$ cat config.mk
export PLATFORM = sky130hd
export DESIGN_NAME = dsmc_top
export DESIGN_NICKNAME = d
export VERILOG_FILES = /design/src/common/dsmc_pkg.sv /design/src/common/dsmc_cmd_if.sv /design/src/rtl/dsmc_cmd_decode.sv /design/src/rtl/dsmc_top.sv
export VERILOG_INCLUDE_DIRS = /design/src /design/src/common
export SDC_FILE = /design/constraint.sdc
export NUM_CORES = 1
export LEC_CHECK = 0
export BUFFER_PORTS_ARGS = -buffer_cell sky130_fd_sc_hd__buf_2
export CAP_MARGIN = 20
export CORE_ASPECT_RATIO = 1.5
export CORE_MARGIN = 8
export CORE_UTILIZATION = 55
export CTS_BUF_LIST = sky130_fd_sc_hd__clkbuf_8
export DETAILED_ROUTE_END_ITERATION = 8
export PLACE_DENSITY = 0.9
export SYNTH_ARGS = -nofsm -noshare
export SYNTH_HDL_FRONTEND = slang
export SYNTH_HIERARCHICAL = 1
export SYNTH_SLANG_ARGS = --single-unit
$ cat constraint.sdc
create_clock -name core_clk -period 3.05 [get_ports core_clk]
set_input_delay 0.305 -clock core_clk [delete_from_list [all_inputs] [get_ports core_clk]]
set_output_delay 0.305 -clock core_clk [all_outputs]
set_load 0.02 [all_outputs]
$ cat src/common/dsmc_defs.svh
// constants of the drive state machine controller: object indices,
// control/status bit positions, status codes and reset values.
// assumes inclusion by bare name from design files only.
`ifndef DSMC_DEFS_SVH
`define DSMC_DEFS_SVH

`define DSMC_IDX_CTRL 16'h6040
`define DSMC_IDX_STAT 16'h6041
`define DSMC_IDX_MODE_REQ 16'h6060
`define DSMC_IDX_MODE_ACT 16'h6061
`define DSMC_IDX_MODE_SUP 16'h6502

`define DSMC_CW_SWON 0
`define DSMC_CW_VOLT 1
`define DSMC_CW_QSTOP 2
`define DSMC_CW_ENOP 3
`define DSMC_CW_FRST 7

`define DSMC_SW_VOLT 4

`define DSMC_CODE_NRDY 7'h00
`define DSMC_CODE_SOD 7'h60
`define DSMC_CODE_RTSO 7'h21
`define DSMC_CODE_SON 7'h23
`define DSMC_CODE_OPEN 7'h27
`define DSMC_CODE_QSA 7'h07
`define DSMC_CODE_FRA 7'h2f
`define DSMC_CODE_FLT 7'h28

`define DSMC_CW_RESET 16'h0000
`define DSMC_SW_RESET 16'h0000
`define DSMC_MODE_NONE 8'h00
`define DSMC_DATA_ZERO 32'h0000_0000

`endif

$ cat src/common/dsmc_pkg.sv
// types of the drive state machine controller.
// assumes dsmc_defs.svh holds the numeric constants.
package dsmc_pkg;

  typedef enum logic [2:0] {
    DSMC_NOT_READY = 3'h0,
    DSMC_SW_ON_DIS = 3'h1,
    DSMC_READY = 3'h2,
    DSMC_SWITCHED_ON = 3'h3,
    DSMC_OP_ENABLED = 3'h4,
    DSMC_QSTOP_ACTIVE = 3'h5,
    DSMC_FAULT_REACT = 3'h6,
    DSMC_FAULT = 3'h7
  } dsmc_state_e;

  typedef enum logic [2:0] {
    DSMC_CMD_NONE = 3'h0,
    DSMC_CMD_DIS_VOLT = 3'h1,
    DSMC_CMD_QSTOP = 3'h2,
    DSMC_CMD_SHUTDOWN = 3'h3,
    DSMC_CMD_SWON = 3'h4,
    DSMC_CMD_ENABLE = 3'h5
  } dsmc_cmd_e;

  typedef enum logic [2:0] {
    DSMC_KIND_NONE = 3'h0,
    DSMC_KIND_POS = 3'h1,
    DSMC_KIND_VEL = 3'h2,
    DSMC_KIND_TRQ = 3'h3,
    DSMC_KIND_HOM = 3'h4
  } dsmc_kind_e;

endpackage : dsmc_pkg

$ cat src/common/dsmc_cmd_if.sv
// carries the stored control word to the command decoder and the
// decoded command back. assumes one clock domain, no timing of its own.
`timescale 1ns/1ps
interface dsmc_cmd_if;
  logic [15:0] ctrl_word;
  logic frst_prev;
  dsmc_pkg::dsmc_cmd_e cmd;
  logic fault_reset;

  modport decoder(input ctrl_word, input frst_prev, output cmd, output fault_reset);
  modport core(output ctrl_word, output frst_prev, input cmd, input fault_reset);
endinterface : dsmc_cmd_if

$ cat src/rtl/dsmc_cmd_decode.sv
// decodes the control word into one state machine command.
// assumes the core holds the word and the last bit-7 sample.
`timescale 1ns/1ps
`include "dsmc_defs.svh"

module dsmc_cmd_decode (
  dsmc_cmd_if.decoder cif
);

  //////////////////////////////////////////////////////////////////////
  // switch-on and disable-operation share a code; the core splits them
  always_comb begin
    if (!cif.ctrl_word[`DSMC_CW_VOLT]) begin
      cif.cmd = dsmc_pkg::DSMC_CMD_DIS_VOLT;
    end else if (!cif.ctrl_word[`DSMC_CW_QSTOP]) begin
      cif.cmd = dsmc_pkg::DSMC_CMD_QSTOP;
    end else if (!cif.ctrl_word[`DSMC_CW_SWON]) begin
      cif.cmd = dsmc_pkg::DSMC_CMD_SHUTDOWN;
    end else if (!cif.ctrl_word[`DSMC_CW_ENOP]) begin
      cif.cmd = dsmc_pkg::DSMC_CMD_SWON;
    end else begin
      cif.cmd = dsmc_pkg::DSMC_CMD_ENABLE;
    end
  end

  // bit 7 only matters as a rising edge
  assign cif.fault_reset = cif.ctrl_word[`DSMC_CW_FRST] & ~cif.frst_prev;

endmodule : dsmc_cmd_decode

$ cat src/rtl/dsmc_top.sv
// drive state machine controller: object access, state machine,
// status word, operation modes and per-mode function enables.
// assumes servo_alarm is a pin; all other inputs are on core_clk.
`timescale 1ns/1ps
`include "dsmc_defs.svh"

module dsmc_top #(
  parameter int INIT_CYCLES = 16,
  parameter logic [55:0] MODE_CODES = {8'h0a, 8'h09, 8'h08, 8'h06, 8'h04, 8'h03, 8'h01}
) (
  input wire logic core_clk,
  input wire logic rst,
  input wire logic obj_req,
  input wire logic obj_we,
  input wire logic [15:0] obj_index,
  input wire logic [31:0] obj_wdata,
  output logic [31:0] obj_rdata,
  output logic obj_ack,
  output logic obj_err,
  input wire logic servo_alarm,
  input wire logic alarm_seq_done,
  input wire logic qstop_done,
  input wire logic homing_pos_ctrl,
  input wire logic stat_warning,
  input wire logic stat_remote,
  input wire logic stat_target_reached,
  input wire logic stat_internal_limit,
  input wire logic [1:0] stat_mode_specific,
  input wire logic stat_abs_valid,
  input wire logic stat_busy,
  output logic servo_on,
  output logic main_power_allow,
  output logic main_power_on,
  output logic quick_stop_run,
  output logic alarm_seq_run,
  output logic fault_active,
  output logic [15:0] drive_status_word,
  output logic [7:0] active_operation_mode,
  output logic gear_en,
  output logic rt_gain_en,
  output logic notch_en,
  output logic speed_ff_en,
  output logic pos_filt_en,
  output logic torque_ff_en,
  output logic dist_obs_en
);

  localparam int NMODES = 7;
  localparam int IW = $clog2(INIT_CYCLES + 1);

  if (INIT_CYCLES < 1) begin : g_chk_init
    $error("INIT_CYCLES must be at least 1");
  end

  //////////////////////////////////////////////////////////////////////
  // mode table; index 0,4 position, 1,5 velocity, 2,6 torque, 3 homing
  logic [NMODES-1:0] mode_hit;
  logic [31:0] mask_chain [NMODES+1];
  assign mask_chain[0] = `DSMC_DATA_ZERO;

  for (genvar i = 0; i < NMODES; i++) begin : g_mode
    localparam logic [7:0] CODE = MODE_CODES[8*i +: 8];
    if (CODE == 8'h00 || CODE > 8'h20) begin : g_chk_code
      $error("mode code must lie in 1..32");
    end
    assign mode_hit[i] = (obj_wdata[7:0] == CODE);
    assign mask_chain[i+1] = mask_chain[i] | (32'h1 << (CODE - 8'h01));
  end

  //////////////////////////////////////////////////////////////////////
  // alarm pin synchroniser
  logic alarm_m;
  logic alarm_s;
  always_ff @(posedge core_clk) begin
    if (rst) begin
      alarm_m <= 1'b0;
      alarm_s <= 1'b0;
    end else begin
      alarm_m <= servo_alarm;
      alarm_s <= alarm_m;
    end
  end

  //////////////////////////////////////////////////////////////////////
  // command decoder
  dsmc_cmd_if cif ();
  dsmc_cmd_decode u_dec (.cif(cif.decoder));

  logic [15:0] ctrl_word;
  logic frst_prev;
  assign cif.ctrl_word = ctrl_word;
  assign cif.frst_prev = frst_prev;

  //////////////////////////////////////////////////////////////////////
  // object access and mode store
  dsmc_pkg::dsmc_state_e state;
  dsmc_pkg::dsmc_kind_e kind;
  logic [15:0] next_ctrl_word;
  logic [7:0] next_mode;
  dsmc_pkg::dsmc_kind_e next_kind;
  logic [31:0] next_rdata;
  logic next_err;

  always_comb begin
    next_ctrl_word = ctrl_word;
    next_mode = active_operation_mode;
    next_kind = kind;
    next_rdata = `DSMC_DATA_ZERO;
    next_err = 1'b0;
    if (obj_req) begin
      unique case (obj_index)
        `DSMC_IDX_CTRL: begin
          if (obj_we) begin
            next_ctrl_word = obj_wdata[15:0];
          end
          next_rdata = {16'h0000, ctrl_word};
        end
        `DSMC_IDX_STAT: begin
          next_err = obj_we;
          next_rdata = {16'h0000, drive_status_word};
        end
        `DSMC_IDX_MODE_REQ, `DSMC_IDX_MODE_ACT: begin
          // unknown codes refused so the display never shows a bad mode
          if (obj_we && obj_index == `DSMC_IDX_MODE_REQ) begin
            if (|mode_hit && obj_wdata[31:8] == 24'h00_0000) begin
              next_mode = obj_wdata[7:0];
              if (mode_hit[3]) begin
                next_kind = dsmc_pkg::DSMC_KIND_HOM;
              end else if (mode_hit[0] || mode_hit[4]) begin
                next_kind = dsmc_pkg::DSMC_KIND_POS;
              end else if (mode_hit[1] || mode_hit[5]) begin
                next_kind = dsmc_pkg::DSMC_KIND_VEL;
              end else begin
                next_kind = dsmc_pkg::DSMC_KIND_TRQ;
              end
            end else begin
              next_err = 1'b1;
            end
          end else begin
            next_err = obj_we;
          end
          next_rdata = {24'h00_0000, active_operation_mode};
        end
        `DSMC_IDX_MODE_SUP: begin
          next_err = obj_we;
          next_rdata = mask_chain[NMODES];
        end
        default: begin
          next_err = 1'b1;
        end
      endcase
    end
  end

  //////////////////////////////////////////////////////////////////////
  // state machine
  dsmc_pkg::dsmc_state_e next_state;
  logic [IW-1:0] init_cnt;
  logic [IW-1:0] next_init_cnt;
  logic alarm_path;

  // any state with main logic live reacts to a new alarm first
  assign alarm_path = alarm_s && state != dsmc_pkg::DSMC_NOT_READY
    && state != dsmc_pkg::DSMC_FAULT_REACT && state != dsmc_pkg::DSMC_FAULT;

  always_comb begin
    next_state = state;
    next_init_cnt = init_cnt;
    if (alarm_path) begin
      next_state = dsmc_pkg::DSMC_FAULT_REACT;
    end else begin
      unique case (state)
        dsmc_pkg::DSMC_NOT_READY: begin
          if (init_cnt == IW'(INIT_CYCLES - 1)) begin
            next_state = dsmc_pkg::DSMC_SW_ON_DIS;
          end else begin
            next_init_cnt = init_cnt + IW'(1);
          end
        end
        dsmc_pkg::DSMC_SW_ON_DIS: begin
          if (cif.cmd == dsmc_pkg::DSMC_CMD_SHUTDOWN) begin
            next_state = dsmc_pkg::DSMC_READY;
          end
        end
        dsmc_pkg::DSMC_READY: begin
          unique case (cif.cmd)
            dsmc_pkg::DSMC_CMD_DIS_VOLT, dsmc_pkg::DSMC_CMD_QSTOP:
              next_state = dsmc_pkg::DSMC_SW_ON_DIS;
            dsmc_pkg::DSMC_CMD_SWON, dsmc_pkg::DSMC_CMD_ENABLE:
              next_state = dsmc_pkg::DSMC_SWITCHED_ON;
            default: next_state = state;
          endcase
        end
        dsmc_pkg::DSMC_SWITCHED_ON: begin
          unique case (cif.cmd)
            dsmc_pkg::DSMC_CMD_DIS_VOLT, dsmc_pkg::DSMC_CMD_QSTOP:
              next_state = dsmc_pkg::DSMC_SW_ON_DIS;
            dsmc_pkg::DSMC_CMD_SHUTDOWN: next_state = dsmc_pkg::DSMC_READY;
            dsmc_pkg::DSMC_CMD_ENABLE: next_state = dsmc_pkg::DSMC_OP_ENABLED;
            default: next_state = state;
          endcase
        end
        dsmc_pkg::DSMC_OP_ENABLED: begin
          unique case (cif.cmd)
            dsmc_pkg::DSMC_CMD_DIS_VOLT: next_state = dsmc_pkg::DSMC_SW_ON_DIS;
            dsmc_pkg::DSMC_CMD_QSTOP: next_state = dsmc_pkg::DSMC_QSTOP_ACTIVE;
            dsmc_pkg::DSMC_CMD_SHUTDOWN: next_state = dsmc_pkg::DSMC_READY;
            dsmc_pkg::DSMC_CMD_SWON: next_state = dsmc_pkg::DSMC_SWITCHED_ON;
            default: next_state = state;
          endcase
        end
        dsmc_pkg::DSMC_QSTOP_ACTIVE: begin
          if (cif.cmd == dsmc_pkg::DSMC_CMD_DIS_VOLT || qstop_done) begin
            next_state = dsmc_pkg::DSMC_SW_ON_DIS;
          end else if (cif.cmd == dsmc_pkg::DSMC_CMD_ENABLE) begin
            next_state = dsmc_pkg::DSMC_OP_ENABLED;
          end
        end
        dsmc_pkg::DSMC_FAULT_REACT: begin
          if (alarm_seq_done) begin
            next_state = dsmc_pkg::DSMC_FAULT;
          end
        end
        dsmc_pkg::DSMC_FAULT: begin
          // reset edge is lost while the alarm still stands
          if (cif.fault_reset && !alarm_s) begin
            next_state = dsmc_pkg::DSMC_SW_ON_DIS;
          end
        end
      endcase
    end
  end

  //////////////////////////////////////////////////////////////////////
  // next outputs from next state and mode
  logic [6:0] next_code;
  logic next_volt;
  logic [15:0] next_status;
  logic [6:0] next_outs;
  logic [3:0] next_fen;

  always_comb begin
    next_volt = 1'b0;
    next_outs = 7'h00;
    next_code = `DSMC_CODE_NRDY;
    unique case (next_state)
      dsmc_pkg::DSMC_NOT_READY: next_code = `DSMC_CODE_NRDY;
      dsmc_pkg::DSMC_SW_ON_DIS: next_code = `DSMC_CODE_SOD;
      dsmc_pkg::DSMC_READY: begin
        next_code = `DSMC_CODE_RTSO;
        next_outs = 7'b0001000;
      end
      dsmc_pkg::DSMC_SWITCHED_ON: begin
        next_code = `DSMC_CODE_SON;
        next_outs = 7'b0001100;
        next_volt = 1'b1;
      end
      dsmc_pkg::DSMC_OP_ENABLED: begin
        next_code = `DSMC_CODE_OPEN;
        next_outs = 7'b0001110;
        next_volt = 1'b1;
      end
      dsmc_pkg::DSMC_QSTOP_ACTIVE: begin
        next_code = `DSMC_CODE_QSA;
        next_outs = 7'b0011100;
        next_volt = 1'b1;
      end
      dsmc_pkg::DSMC_FAULT_REACT: begin
        next_code = `DSMC_CODE_FRA;
        next_outs = 7'b1100000;
        next_volt = 1'b1;
      end
      dsmc_pkg::DSMC_FAULT: begin
        next_code = `DSMC_CODE_FLT;
        next_outs = 7'b1000000;
      end
    endcase
    next_status = {stat_busy, stat_abs_valid, stat_mode_specific, stat_internal_limit,
      stat_target_reached, stat_remote, 1'b0, stat_warning, next_code};
    next_status[`DSMC_SW_VOLT] = next_volt;
    // speed ff, position filter, torque ff, observer
    unique case (next_kind)
      dsmc_pkg::DSMC_KIND_POS: next_fen = 4'b1111;
      dsmc_pkg::DSMC_KIND_VEL: next_fen = 4'b0011;
      dsmc_pkg::DSMC_KIND_HOM: next_fen = {homing_pos_ctrl, homing_pos_ctrl, 2'b11};
      default: next_fen = 4'b0000;
    endcase
  end

  //////////////////////////////////////////////////////////////////////
  // registers
  logic next_common;
  assign next_common = (next_kind != dsmc_pkg::DSMC_KIND_NONE);

  always_ff @(posedge core_clk) begin
    if (rst) begin
      state <= dsmc_pkg::DSMC_NOT_READY;
      init_cnt <= '0;
      ctrl_word <= `DSMC_CW_RESET;
      frst_prev <= 1'b0;
      kind <= dsmc_pkg::DSMC_KIND_NONE;
      active_operation_mode <= `DSMC_MODE_NONE;
      obj_rdata <= `DSMC_DATA_ZERO;
      obj_ack <= 1'b0;
      obj_err <= 1'b0;
      drive_status_word <= `DSMC_SW_RESET;
      {fault_active, alarm_seq_run, quick_stop_run, main_power_allow, main_power_on,
        servo_on, gear_en} <= 7'h00;
      {rt_gain_en, notch_en} <= 2'b00;
      {speed_ff_en, pos_filt_en, torque_ff_en, dist_obs_en} <= 4'h0;
    end else begin
      state <= next_state;
      init_cnt <= next_init_cnt;
      ctrl_word <= next_ctrl_word;
      frst_prev <= ctrl_word[`DSMC_CW_FRST];
      kind <= next_kind;
      active_operation_mode <= next_mode;
      obj_rdata <= next_rdata;
      obj_ack <= obj_req;
      obj_err <= next_err;
      drive_status_word <= next_status;
      {fault_active, alarm_seq_run, quick_stop_run, main_power_allow, main_power_on,
        servo_on, gear_en} <= {next_outs[6:1], next_common};
      {rt_gain_en, notch_en} <= {next_common, next_common};
      {speed_ff_en, pos_filt_en, torque_ff_en, dist_obs_en} <= next_fen;
    end
  end
endmodule : dsmc_top

Word level (Yosys, flattened, before mapping)

Cells that the tools add are included.

Register bits after elaboration: 99
Bits in latches: 0
Bits in writable memories: 0
Bits in read-only memories: 0
Bits of input ports: 64
Memories: 0

Add/sub/neg operators: 1
Multiply operators: 0
Divide/modulo/power cells: 0
Magnitude comparators: 0
Equality and inequality tests: 37
Shift operators: 0
Mux-type cells: 30
Bitwise logic cells: 5
Reductions and logical operators: 25

Operators by type and width:

| operator               | count |
|---|---|
| $eq A16 B15 Y1 const B | 5 |
| $pmux W16 S4           | 1 |
| $pmux W7 S8            | 1 |
| $mux W3                | 15 |
| $pmux W7 S6            | 1 |
| $eq A3 B3 Y1 const B   | 11 |
| $eq A8 B4 Y1 const B   | 3 |
| $logic_not A24 Y1      | 1 |
| $pmux W3 S8            | 1 |
| $eq A3 B2 Y1 const B   | 7 |
| $eq A8 B3 Y1 const B   | 2 |
| $eq A3 B1 Y1 const B   | 4 |
| $pmux W3 S4            | 1 |
| $pmux W4 S3            | 1 |
| $reduce_or A2 Y1       | 5 |
| $pmux W3 S3            | 1 |
| $eq A8 B1 Y1 const B   | 1 |
| $eq A8 B2 Y1 const B   | 1 |
| $reduce_or A7 Y1       | 1 |
| $logic_and A1 B1 Y1    | 6 |
| $logic_not A3 Y1       | 2 |
| $ne A3 B3 Y1 const B   | 2 |
| $pmux W3 S2            | 1 |
| $reduce_and A3 Y1      | 2 |
| other kinds (12)       | 22 |

Longest topological paths before layout

Gate-level depths: netlist (run 1).

Word-level depth: 12
Gate-level depth with buffers: 9
Depth with buffers taken out: 8

Hierarchy

The synthesis (run 1) kept the hierarchy.

By module, submodules not included:

| module          | instances | cells an instance | area an instance (sq um) | sequential area each (sq um) |
|---|---|---|---|---|
| dsmc_top        | 1         | 385               | 3512.1                   | 1581.5 |
| dsmc_cmd_decode | 1         | 6                 | 36.3                     | 0.0 |

Least setup slack after synthesis (run 1)

OpenSTA, ideal clock, no wires.

Kind: reg2reg
Start point: reg ctrl_word[0], in the netlist cif.ctrl_word[0]
End point: reg alarm_seq_run
Library setup time: 0.065 ns
Arrival time: 2.027 ns
Setup slack: 0.958 ns
Stages on the path, launching flop included: 10
Period minus slack after synthesis: 2.092 ns
Cells stage by stage: dfxtp_1 -> nor2b_1 -> o21ai_1 -> buf_2 -> or3_1 -> a32oi_1 -> a211oi_2 -> o21ai_4 -> or3b_1 -> nor2_1

Longest elaborated chain between the ends: 10

RTL lines:

| what                                           | RTL line                         | RTL |
|---|---|---|
| from (decl)                                    | dsmc_top.sv:89                   | `logic [15:0] ctrl_word;` |
| from (signal assigned)                         | dsmc_top.sv:299                  | `` ctrl_word <= `DSMC_CW_RESET; `` |
| from (signal assigned)                         | dsmc_top.sv:314                  | `ctrl_word <= next_ctrl_word;` |
| $mux W3 (*)                                    | dsmc_cmd_decode.sv:17            | `` end else if (!cif.ctrl_word[`DSMC_CW_SWON]) begin `` |
| $mux W3 (*)                                    | dsmc_cmd_decode.sv:15            | `` end else if (!cif.ctrl_word[`DSMC_CW_QSTOP]) begin `` |
| $mux W3 (*)                                    | dsmc_cmd_decode.sv:13            | `` if (!cif.ctrl_word[`DSMC_CW_VOLT]) begin `` |
| net cif.cmd[0]                                 | dsmc_cmd_if.sv:7                 | `dsmc_pkg::dsmc_cmd_e cmd;` |
| $eq A3 B1 Y1, or another cell as far along     | -                                |  |
| $reduce_or A2 Y1, or another cell as far along | dsmc_top.sv:186, dsmc_top.sv:195 |  |
| $pmux W3 S3, or another cell as far along      | dsmc_top.sv:195                  | `unique case (cif.cmd)` |
| $pmux W3 S8 (*)                                | dsmc_top.sv:172                  | `unique case (state)` |
| $mux W3 (*)                                    | dsmc_top.sv:169                  | `if (alarm_path) begin` |
| $eq A3 B3 Y1 or $eq A3 B2 Y1 (tied branches)   | dsmc_top.sv:246                  | `unique case (next_state)` |
| $pmux W7 S6 (*)                                | dsmc_top.sv:246                  |  |
| to (decl)                                      | dsmc_top.sv:35                   | `output logic alarm_seq_run,` |

Mark *: on every way through the listed nets, which the timed path passes. The rest lies on a longest branch.
A chain may end at the register's enable or synchronous reset.

Final worst setup path (run 1)

Start point: reg ctrl_word[0], in the netlist cif.ctrl_word[0]
End point: reg drive_status_word[1]

Longest elaborated chain between the ends: 10

RTL lines:

| what                                           | RTL line                         | RTL |
|---|---|---|
| $mux W3 (*)                                    | dsmc_cmd_decode.sv:17            |  |
| $mux W3 (*)                                    | dsmc_cmd_decode.sv:15            |  |
| $mux W3 (*)                                    | dsmc_cmd_decode.sv:13            |  |
| net cif.cmd[0]                                 | dsmc_cmd_if.sv:7                 |  |
| $eq A3 B1 Y1, or another cell as far along     | -                                |  |
| $reduce_or A2 Y1, or another cell as far along | dsmc_top.sv:186, dsmc_top.sv:195 |  |
| $pmux W3 S3, or another cell as far along      | dsmc_top.sv:195                  |  |
| $pmux W3 S8 (*)                                | dsmc_top.sv:172                  |  |
| $mux W3 (*)                                    | dsmc_top.sv:169                  |  |
| $eq A3 B3 Y1, or another cell as far along     | dsmc_top.sv:246                  |  |
| $pmux W7 S8 (*)                                | dsmc_top.sv:246                  |  |
| to (signal assigned)                           | dsmc_top.sv:306                  | `` drive_status_word <= `DSMC_SW_RESET; `` |
| to (signal assigned)                           | dsmc_top.sv:321                  | `drive_status_word <= next_status;` |
| to (decl)                                      | dsmc_top.sv:37                   | `output logic [15:0] drive_status_word,` |

Mark *: on every way through the listed nets, which the timed path passes. The rest lies on a longest branch. The select of a mux whose other input is x is not followed.

==> results of run 1 <==
-- placed cells by master, fill, tap and decap left out, types with 6 or more instances in the layout --
cell,n
buf_2,117
nor2_1,53
o21ai_0,13
a31oi_1,8
nor4_1,6
nand2_1,22
nor2b_1,17
buf_4,7
a22oi_1,12
mux2i_1,28
dfxtp_1,79
a21oi_1,14
inv_1,10
conb_1,17
clkbuf_8,10
and2_1,6
nor3_1,6
-- area by class of cell --
class	instances	area (um^2)
fillers	522	2090
multi-input cells	275	1720
flip-flops and latches	79	1580
repair buffers	124	638
clock buffers	10	138
well taps	76	95.1
clock inverters	6	60.1
inverters	9	33.8
-- worst max-delay path by stage --
| stage | start | endpoint | slack, ps | depth (start not counted) |
|---|---|---|---|---|
| global route | cif.ctrl_word[0]$_SDFFE_PP0P_ | drive_status_word[0]$_SDFF_PP0_ | 370 | 8 |
| detailed placement | cif.ctrl_word[0]$_SDFFE_PP0P_ | drive_status_word[4]$_SDFF_PP0_ | 670 | 8 |
| CTS | cif.ctrl_word[0]$_SDFFE_PP0P_ | drive_status_word[1]$_SDFF_PP0_ | 670 | 8 |
| global placement | cif.ctrl_word[0]$_SDFFE_PP0P_ | drive_status_word[1]$_SDFF_PP0_ | 770 | 8 |
| finish | cif.ctrl_word[0]$_SDFFE_PP0P_ | drive_status_word[1]$_SDFF_PP0_ | 640 | 8 |
| floorplan | cif.ctrl_word[0]$_SDFFE_PP0P_ | alarm_seq_run$_SDFF_PP0_ | 960 | 9 |
-- metrics by stage --
step	hold slack (ps)	util [%]
after global routing	162	67.2
after floorplan	414	-
after detailed placement	428	64.0
final	156	67.2
after global placement	430	64.0
after CTS	141	67.2
-- logic make-up (layout without fill, tap and decap cells) --
| group | after synthesis | after routing | share of synthesized area (%) |
|---|---|---|---|
| fa+ha+maj | 2 | 2 | 0.705 |
| xor+xnor | 7 | 7 | 1.73 |
| other cells | 1 | 17 | 0.106 |
| simple gates | 154 | 154 | 23.6 |
| compound gates | 66 | 66 | 12.4 |
| buf+inv | 53 | 149 | 8.67 |
| mux | 29 | 29 | 8.22 |
| flops | 79 | 79 | 44.6 |
-- metal layers --
layer,part of all wire [%],track usage [%],vias to the layer above
li1,-,-,1540
met1,35,20.9,1479
met2,51,36.4,160
met3,9.6,6.60,34
met4,3.8,10.8,0
met5,0,0,-
-- power by group through the flow --
stage	registers (mW)	logic [mW]	clock network, mW
floorplan	1.14	0.235	0
global route	1.13	0.373	0.833
finish	1.12	0.339	0.770
CTS	1.12	0.337	0.788
detailed placement	1.14	0.335	0
global placement	1.14	0.321	0
-- state kept, by name (all words and copies together) (netlist names), 3 cells and up --
name,count
drive_status_word,15
init_cnt,5
state,3
cif.ctrl_word,16
active_operation_mode,8
obj_rdata,16
kind,3
-- worst max-delay path, delay by kind of cell (launching register included) --
family / cells / cell delay, ps
compound gates: 5 / 1430
simple gates: 3 / 530
flops: 1 / 340
==> impl_metrics.ini, run 1 <==
[clock_tree]
cts_tree = done
cts_sinks = 79
cts_setup_buffers = 0
cts.path.max_buffers = 2
cts_htree_levels = 3
cts_hold_buf = 0
cts_resized = 0
clk_pin_slew_ps = 80
cts_root_buf = clkbuf_8
clock_latency_ps = 360
cts_made_buffers = 9

[synth]
synth_flop_cell = dfxtp_1
synth_common_cells = 79 x dfxtp_1, 53 x nor2_1, 28 x mux2i_1
ys_seq_area_share_pct = 44.6
synth_warnings = 6
synth_most_common_cell = dfxtp_1
syn_area_um2 = 3550
netlist.area_leader.share_pct = 44.6
synth.top_cells.by_area = dfxtp_1 45%, mux2i_1 7.9%, nor2_1 5.6%, buf_4 4.9%, nor2b_1 3.0%
synthCells = 391
synth_edf_count = 0
synth_cell_types = 55
ys_ff_latch = 79
synthArstFlopShare_pct = 0
synth_largest_area_cell = dfxtp_1
synth_area_per_cell_um2 = 9.08

[timing]
finalSetupTns_ps = 0
worst_slew_pin_slew_ps = 563
setup_slack_ps = 641
slew_headroom_pct = 62.3
period_share_pct = 79.0
fmax_mhz = 415
skew_ps = 7.34
fin_crit_ps = 2410
setup_viol = 0
drv_slew = 0
rsz0062_at_grt = false
hold_violations = 0

[status]
status = finished, final reports clean

[global_routing]
grt_use_total_pct = 20.7
grt_max_degree = 30
antenna_found_initial = 0
overflow = 0
grt_pass1_wl_um = 15000
grt_pass1_vias = 3087

[placement]
place_inst = 563
io_buffers = 117
place_area_um2 = 4070
post-place-ws_ps = 668
routabilityCongestion = 1.01
hpwl_um = 7610

[worst_setup_path]
critPathKind = reg -> reg
critical_path_arrival_ps = 2660
cp_cell_sequence = nor2b_1, o21ai_1, or2_2, a21boi_0, a2111o_1, o21ai_1, o21ai_0, and3b_1
r2r_slack_ps = 640
worstPathRequired_ps = 3300
cpMostUsedCell = o21ai_1
timing.rr.start = cif.ctrl_word[0]$_SDFFE_PP0P_
crit_fanout = 10
critPathLaunchType = flop
r2r_cells = 8
r2r-end = drive_status_word[1]$_SDFF_PP0_
cp_slowest_cell = o21ai_1
cpPeakStageDelay_ps = 440
cp-end-kind = flop

[detailed_routing]
wl_per_cell_um = 16.7
vias_per_cell = 5.55
dr.pass1.iters = 5
drc = 0
vias = 3213
first_iter_violations = 209
postRouteAntennaNets = 0
totalWireLength_um = 9690

[pwr]
cellPowerDensity_nw_per_um2 = 523
leakage_nw = 1.94
clkPwrFrac_pct = 34.5
power_frac_comb_pct = 15.2
switchingPower_mw = 0.627
p_seq_share_pct = 50.3
peakVddDrop_uv = 442
switching_share_pct = 28.1
finalPower_mw = 2.23
intPower_mw = 1.60

[floorplan]
dieArea_um2 = 9330
core_area_um2 = 6350
die_y_um = 114
placementRows = 36
initial_utilization_pct = 55.9
die_w_um = 81.6
pin_count = 135

[final_layout]
final_cell_area_um2 = 4270
drive_gt1_share_pct = 29.6
area_delta_synth_final_pct = 20.2
final_net_count = 564
diodes = 0
final_cells = 579

[min_path]
hp-class = in -> reg
whs_path_depth = 2
min_from = stat_mode_specific[0]
hold_end = drive_status_word[12]$_SDFF_PP0_

[run]
cap_viol_max_count = 0
Power figures use the tool's default switching activity.
==> run 2: changes to the inputs <==
--- a/config.mk
+++ b/config.mk
@@ -10,10 +10,10 @@
 export CAP_MARGIN = 20
 export CORE_ASPECT_RATIO = 1.5
 export CORE_MARGIN = 8
-export CORE_UTILIZATION = 55
+export CORE_UTILIZATION = 46
 export CTS_BUF_LIST = sky130_fd_sc_hd__clkbuf_8
 export DETAILED_ROUTE_END_ITERATION = 8
-export PLACE_DENSITY = 0.9
+export PLACE_DENSITY = 0.81
 export SYNTH_ARGS = -nofsm -noshare
 export SYNTH_HDL_FRONTEND = slang
 export SYNTH_HIERARCHICAL = 1
==> constraint.sdc (replaced) <==
create_clock -name core_clk -period 2.1 [get_ports core_clk]
set_input_delay 0.21 -clock core_clk [delete_from_list [all_inputs] [get_ports core_clk]]
set_output_delay 0.21 -clock core_clk [all_outputs]
set_load 0.02 [all_outputs]
==> run 2 against run 1 <==
  * Count of clock-buffer cells in the layout decreased by 1
  * Cell area rose by 8.6%
  * First-iteration DRC count decreased by 20%
  * Register-to-register slack worse by 640 ps
  * Non-clock buffer count rose by 31
  * Global-route usage shrank 1.8 points
==> impl_metrics.ini, run 2 (synthesized netlist as in run 1, its figures left out) <==
[timing]
setup_viol = 0
drv_slew = 0
skew_ps = 11.3
rsz0062_at_grt = true
hold_violations = 0
fin_crit_ps = 2090
period_share_pct = 99.8
setup_slack_ps = 5.07
fmax_mhz = 477

[floorplan]
placementRows = 39
die_w_um = 87.7
dieArea_um2 = 10800
pin_count = 135
die_y_um = 124
core_area_um2 = 7560
initial_utilization_pct = 46.9

[global_routing]
antenna_found_initial = 0
grt_max_degree = 36
grt_pass1_wl_um = 15700
grt_pass1_vias = 3268
grt_use_total_pct = 18.9
overflow = 0

[worst_setup_path]
r2r_slack_ps = 5
r2r_cells = 8
r2r-end = alarm_seq_run$_SDFF_PP0_
timing.rr.start = cif.ctrl_word[1]$_SDFFE_PP0P_
critPathKind = reg -> reg
critPathLaunchType = flop
critical_path_arrival_ps = 2390
worstPathRequired_ps = 2400
cp-end-kind = flop
crit_fanout = 5

[clock_tree]
cts.path.max_buffers = 2
cts_htree_levels = 3
clk_pin_slew_ps = 80
cts_tree = done
cts_hold_buf = 0
cts_root_buf = clkbuf_8
cts_sinks = 79
clock_latency_ps = 360
cts_made_buffers = 9

[placement]
routabilityCongestion = 0.852
io_buffers = 117
post-place-ws_ps = -205
place_area_um2 = 4300
hpwl_um = 7880

[pwr]
intPower_mw = 2.35
finalPower_mw = 3.29
power_frac_comb_pct = 17.4
cellPowerDensity_nw_per_um2 = 710
p_seq_share_pct = 49.0
switchingPower_mw = 0.938
peakVddDrop_uv = 488
clkPwrFrac_pct = 33.6
switching_share_pct = 28.5
leakage_nw = 2.12

[final_layout]
diodes = 0
area_delta_synth_final_pct = 30.6
final_cell_area_um2 = 4630
layout_commonest_cell = buf_2
final_util_pct = 61.3
fillerInstances = 654
drive_gt1_share_pct = 37.3
final_net_count = 595
ff_latch_area_um2 = 1590
layout_common_cells = 118 x buf_2, 76 x dfxtp_1, 53 x nor2_1
reg_top3 = cif.ctrl_word: 16 flops, obj_rdata: 16 flops, drive_status_word: 15 flops
multi_input_area_um2 = 1820

[detailed_routing]
wl_per_cell_um = 16.0
first_iter_violations = 167
vias = 3254
vias_per_cell = 5.12
drc = 0
dr.pass1.iters = 5
totalWireLength_um = 10200
postRouteAntennaNets = 0

[min_path]
hold_end = drive_status_word[15]$_SDFF_PP0_
whs_path_depth = 2
hp-class = in -> reg
min_from = stat_busy

[run]
cap_viol_max_count = 0

[status]
status = finished, final reports clean
[run 2: worst max-delay path, cell delays in order, from the launching register on]
cell,delay [ps]
dfxtp_4,350
a21boi_2,160
buf_6,130
or3_4,390
a32oi_2,250
a211oi_2,130
o21ai_4,150
or3b_4,390
nor2_1,100
[run 2: area by class of cell]
| type | instances | share of cell area, % |
|---|---|---|
| Clock buffer | 9 | 2.67 |
| Clock inverter | 7 | 1.57 |
| Inverter | 9 | 0.729 |
| Multi-Input combinational cell | 275 | 39.2 |
| Sequential cell | 79 | 34.3 |
| Tap cell | 102 | 2.75 |
| Timing Repair Buffer | 155 | 18.8 |
[run 2: worst max path at each step]
stage          slack [ps]                        to  depth (start not counted)                     startpoint
2_1_floorplan           8  alarm_seq_run$_SDFF_PP0_                          9  cif.ctrl_word[0]$_SDFFE_PP0P_
3_3_place_gp         -190    speed_ff_en$_SDFF_PP0_                          8                  obj_wdata[10]
3_5_place_dp         -210    speed_ff_en$_SDFF_PP0_                          8                  obj_wdata[10]
4_1_cts                 1  alarm_seq_run$_SDFF_PP0_                          8  cif.ctrl_word[1]$_SDFFE_PP0P_
5_1_grt               -90  alarm_seq_run$_SDFF_PP0_                          8  cif.ctrl_word[0]$_SDFFE_PP0P_
6_report                5  alarm_seq_run$_SDFF_PP0_                          8  cif.ctrl_word[1]$_SDFFE_PP0P_
[run 2: metal layers]
metal  vias to the layer above  track usage (%)  wire (um)
li1                       1599                -          -
met1                      1527             18.9       3820
met2                       113             34.0       5350
met3                        15             5.94        735
met4                         0             10.1        257
met5                         -                0          0
[run 2: what timing repair did]
action	in CTS	in global routing
resized for setup	13	14
gates cloned	0	1
pin swaps	2	3
buffers inserted	0	3
setup endpoints to repair	9	9
[run 2: power by group through the flow]
stage                     Sequential (mW)  Combinational, mW  Clock [mW]
after floorplan                      1.66              0.341           0
after global placement               1.65              0.543           0
after detailed placement             1.65              0.548           0
after CTS                            1.62              0.563        1.13
after global routing                 1.62              0.632        1.20
final                                1.61              0.574        1.10
[run 2: stage by stage]
step / hold WS [ps] / std cells / setup TNS [ps]
after global placement: 417 / 616 / -1340
final: 57.1 / 636 / 0
after detailed placement: 424 / 616 / -2370
after floorplan: 338 / 407 / 0
after global routing: 45.0 / 636 / -260
after CTS: 42.6 / 632 / 0
==> run 3: changes to the inputs <==
--- a/config.mk
+++ b/config.mk
@@ -9,11 +9,11 @@
 export BUFFER_PORTS_ARGS = -buffer_cell sky130_fd_sc_hd__buf_2
 export CAP_MARGIN = 20
 export CORE_ASPECT_RATIO = 1.5
-export CORE_MARGIN = 8
+export CORE_MARGIN = 3
 export CORE_UTILIZATION = 46
 export CTS_BUF_LIST = sky130_fd_sc_hd__clkbuf_8
 export DETAILED_ROUTE_END_ITERATION = 8
-export PLACE_DENSITY = 0.81
+export PLACE_DENSITY = 0.79
 export SYNTH_ARGS = -nofsm -noshare
 export SYNTH_HDL_FRONTEND = slang
 export SYNTH_HIERARCHICAL = 1
==> constraint.sdc (replaced) <==
create_clock -name core_clk -period 1.7 [get_ports core_clk]
set_input_delay 0.17 -clock core_clk [delete_from_list [all_inputs] [get_ports core_clk]]
set_output_delay 0.17 -clock core_clk [all_outputs]
set_load 0.02 [all_outputs]
==> run 3 against run 2 <==
  * The run now ends with negative setup slack left
  * Highest routed layer unchanged
  * Global-route usage up 5.0 points
  * Combinational power is 100% higher
  * Register-to-register slack worse by 470 ps
  * Critical endpoint is now main_power_on$_SDFF_PP0_
  * Critical path type unchanged
==> impl_metrics.ini, run 3 (synthesized netlist as in run 1, its figures left out) <==
[final_layout]
area_delta_synth_final_pct = 48.4
diodes = 0
ff_latch_area_um2 = 1590
drive_gt1_share_pct = 45.9
final_cell_area_um2 = 5270
final_util_pct = 71.5
multi_input_area_um2 = 2090
final_net_count = 635
fillerInstances = 523
layout_commonest_cell = buf_2
reg_top3 = cif.ctrl_word: 16 flops, obj_rdata: 16 flops, drive_status_word: 15 flops
layout_common_cells = 115 x buf_2, 72 x dfxtp_1, 68 x buf_4

[worst_setup_path]
crit_fanout = 7
critPathLaunchType = flop
cp_top_family = compound AO/OA/AOI/OAI gates
cp-end-kind = flop
cp_cell_sequence = buf_6, and3_4, buf_4, xnor2_4, nor3_4, a211oi_4, o21ai_4, buf_4, buf_4, o41ai_2
critical_path_arrival_ps = 2430
critPathKind = reg -> reg
cpMostUsedCell = buf_4
worstPathRequired_ps = 1960
cpPeakStageDelay_ps = 360
path_buf_inv = 4
crit_cells = 10
r2r_cells = 10
cp_slowest_cell = dfxtp_2

[clock_tree]
cts_sinks = 79
cts_hold_buf = 0
cts_tree = done
cts_made_buffers = 9
clock_latency_ps = 360
cts.path.max_buffers = 2
clk_pin_slew_ps = 80
cts_htree_levels = 3
cts_root_buf = clkbuf_8

[placement]
place_area_um2 = 4570
io_buffers = 117
post-place-ws_ps = -475
routabilityCongestion = 0.868
hpwl_um = 7730

[detailed_routing]
totalWireLength_um = 11500
vias = 3598
vias_per_cell = 5.35
postRouteAntennaNets = 0
dr.pass1.iters = 6
wl_per_cell_um = 17.1
first_iter_violations = 264
drc = 0

[floorplan]
core_area_um2 = 7370
placementRows = 38
pin_count = 135
die_y_um = 114
initial_utilization_pct = 48.1
die_w_um = 77.7
dieArea_um2 = 8830

[global_routing]
grt_max_degree = 19
grt_use_total_pct = 23.9
grt_pass1_vias = 3425
grt_pass1_wl_um = 16500
overflow = 0
antenna_found_initial = 0

[timing]
fin_crit_ps = 2160
finalSetupTns_ps = -5380
fmax_mhz = 462
period_share_pct = 127
drv_slew = 0
setup_slack_ps = -464
rsz0062_at_grt = true
setup_viol = 15
hold_violations = 0
skew_ps = 8.25

[status]
status = finished with violations
violations = negative setup slack

[pwr]
switching_share_pct = 29.1
peakVddDrop_uv = 615
cellPowerDensity_nw_per_um2 = 865
switchingPower_mw = 1.33
power_frac_comb_pct = 25.3
intPower_mw = 3.23
p_seq_share_pct = 43.5
finalPower_mw = 4.55
clkPwrFrac_pct = 31.3
leakage_nw = 2.36

[run]
cap_viol_max_count = 0

[min_path]
whs_path_depth = 2
hp-class = in -> reg
==> run 3: cell count changes in the layout (fill, tap and decap cells not counted), moves of 3 or more <==
| cell | change |
|---|---|
| buf_4 | +32 |
| buf_6 | +10 |
| o21ai_0 | -5 |
| dfxtp_1 | -4 |
| dfxtp_2 | +4 |
| buf_2 | -3 |
| nor2_1 | -3 |
| nor3_4 | +3 |
| nor4_4 | +3 |
==> run 3: routing by layer <==
metal	vias up	wire [um]	GRT usage, %
met5	-	0	0
met4	0	412	10.6
met3	42	700	4.90
met2	170	6370	45.9
met1	1711	4020	24.4
li1	1675	-	-
==> run 3: final cells by class <==
type / instances / share of cell area, %
clock buffer: 11 / 2.87
clock inverter: 4 / 0.879
inverter: 9 / 0.641
multi-input combinational: 275 / 39.7
sequential: 79 / 30.2
tap: 100 / 2.38
timing repair buffer: 195 / 23.3
==> run 3: worst reg2reg max path, cell delays in order, from the launching register on <==
cell and delay [ps]:
dfxtp_2 360, buf_6 110, and3_4 260, buf_4 170
xnor2_4 140, nor3_4 70, a211oi_4 310, o21ai_4 100
buf_4 140, buf_4 130, o41ai_2 270
==> run 3: stage by stage <==
step / hold slack (ps) / instances
after floorplan: 298 / 407
after global placement: 379 / 643
after detailed placement: 389 / 643
after CTS: 15.6 / 667
after global routing: 16.8 / 673
final: 22.1 / 673
==> run 3: power by group through the flow <==
stage                     clock network [mW]  logic (mW)  registers [mW]
after floorplan                            0       0.438            2.05
after global placement                     0       0.830            2.01
after detailed placement                   0       0.857            2.01
after CTS                               1.42        1.03            1.98
after global routing                    1.52        1.23            1.98
final                                   1.42        1.15            1.98
==> run 3: final timing paths <==
check / start / slack [ps] / end
min: stat_busy / 20 / drive_status_word[15]$_SDFF_PP0_
min reg2reg: alarm_m$_SDFF_PP0_ / 450 / alarm_s$_SDFF_PP0_
max reg2reg: cif.ctrl_word[0]$_SDFFE_PP0P_ / -460 / main_power_on$_SDFF_PP0_
max: cif.ctrl_word[0]$_SDFFE_PP0P_ / -460 / main_power_on$_SDFF_PP0_
==> run 3: repair_timing <==
item	in CTS	in global routing
gates resized for setup	42	41
setup buffers	9	11
pin swaps	18	28
setup endpoints to repair	26	30
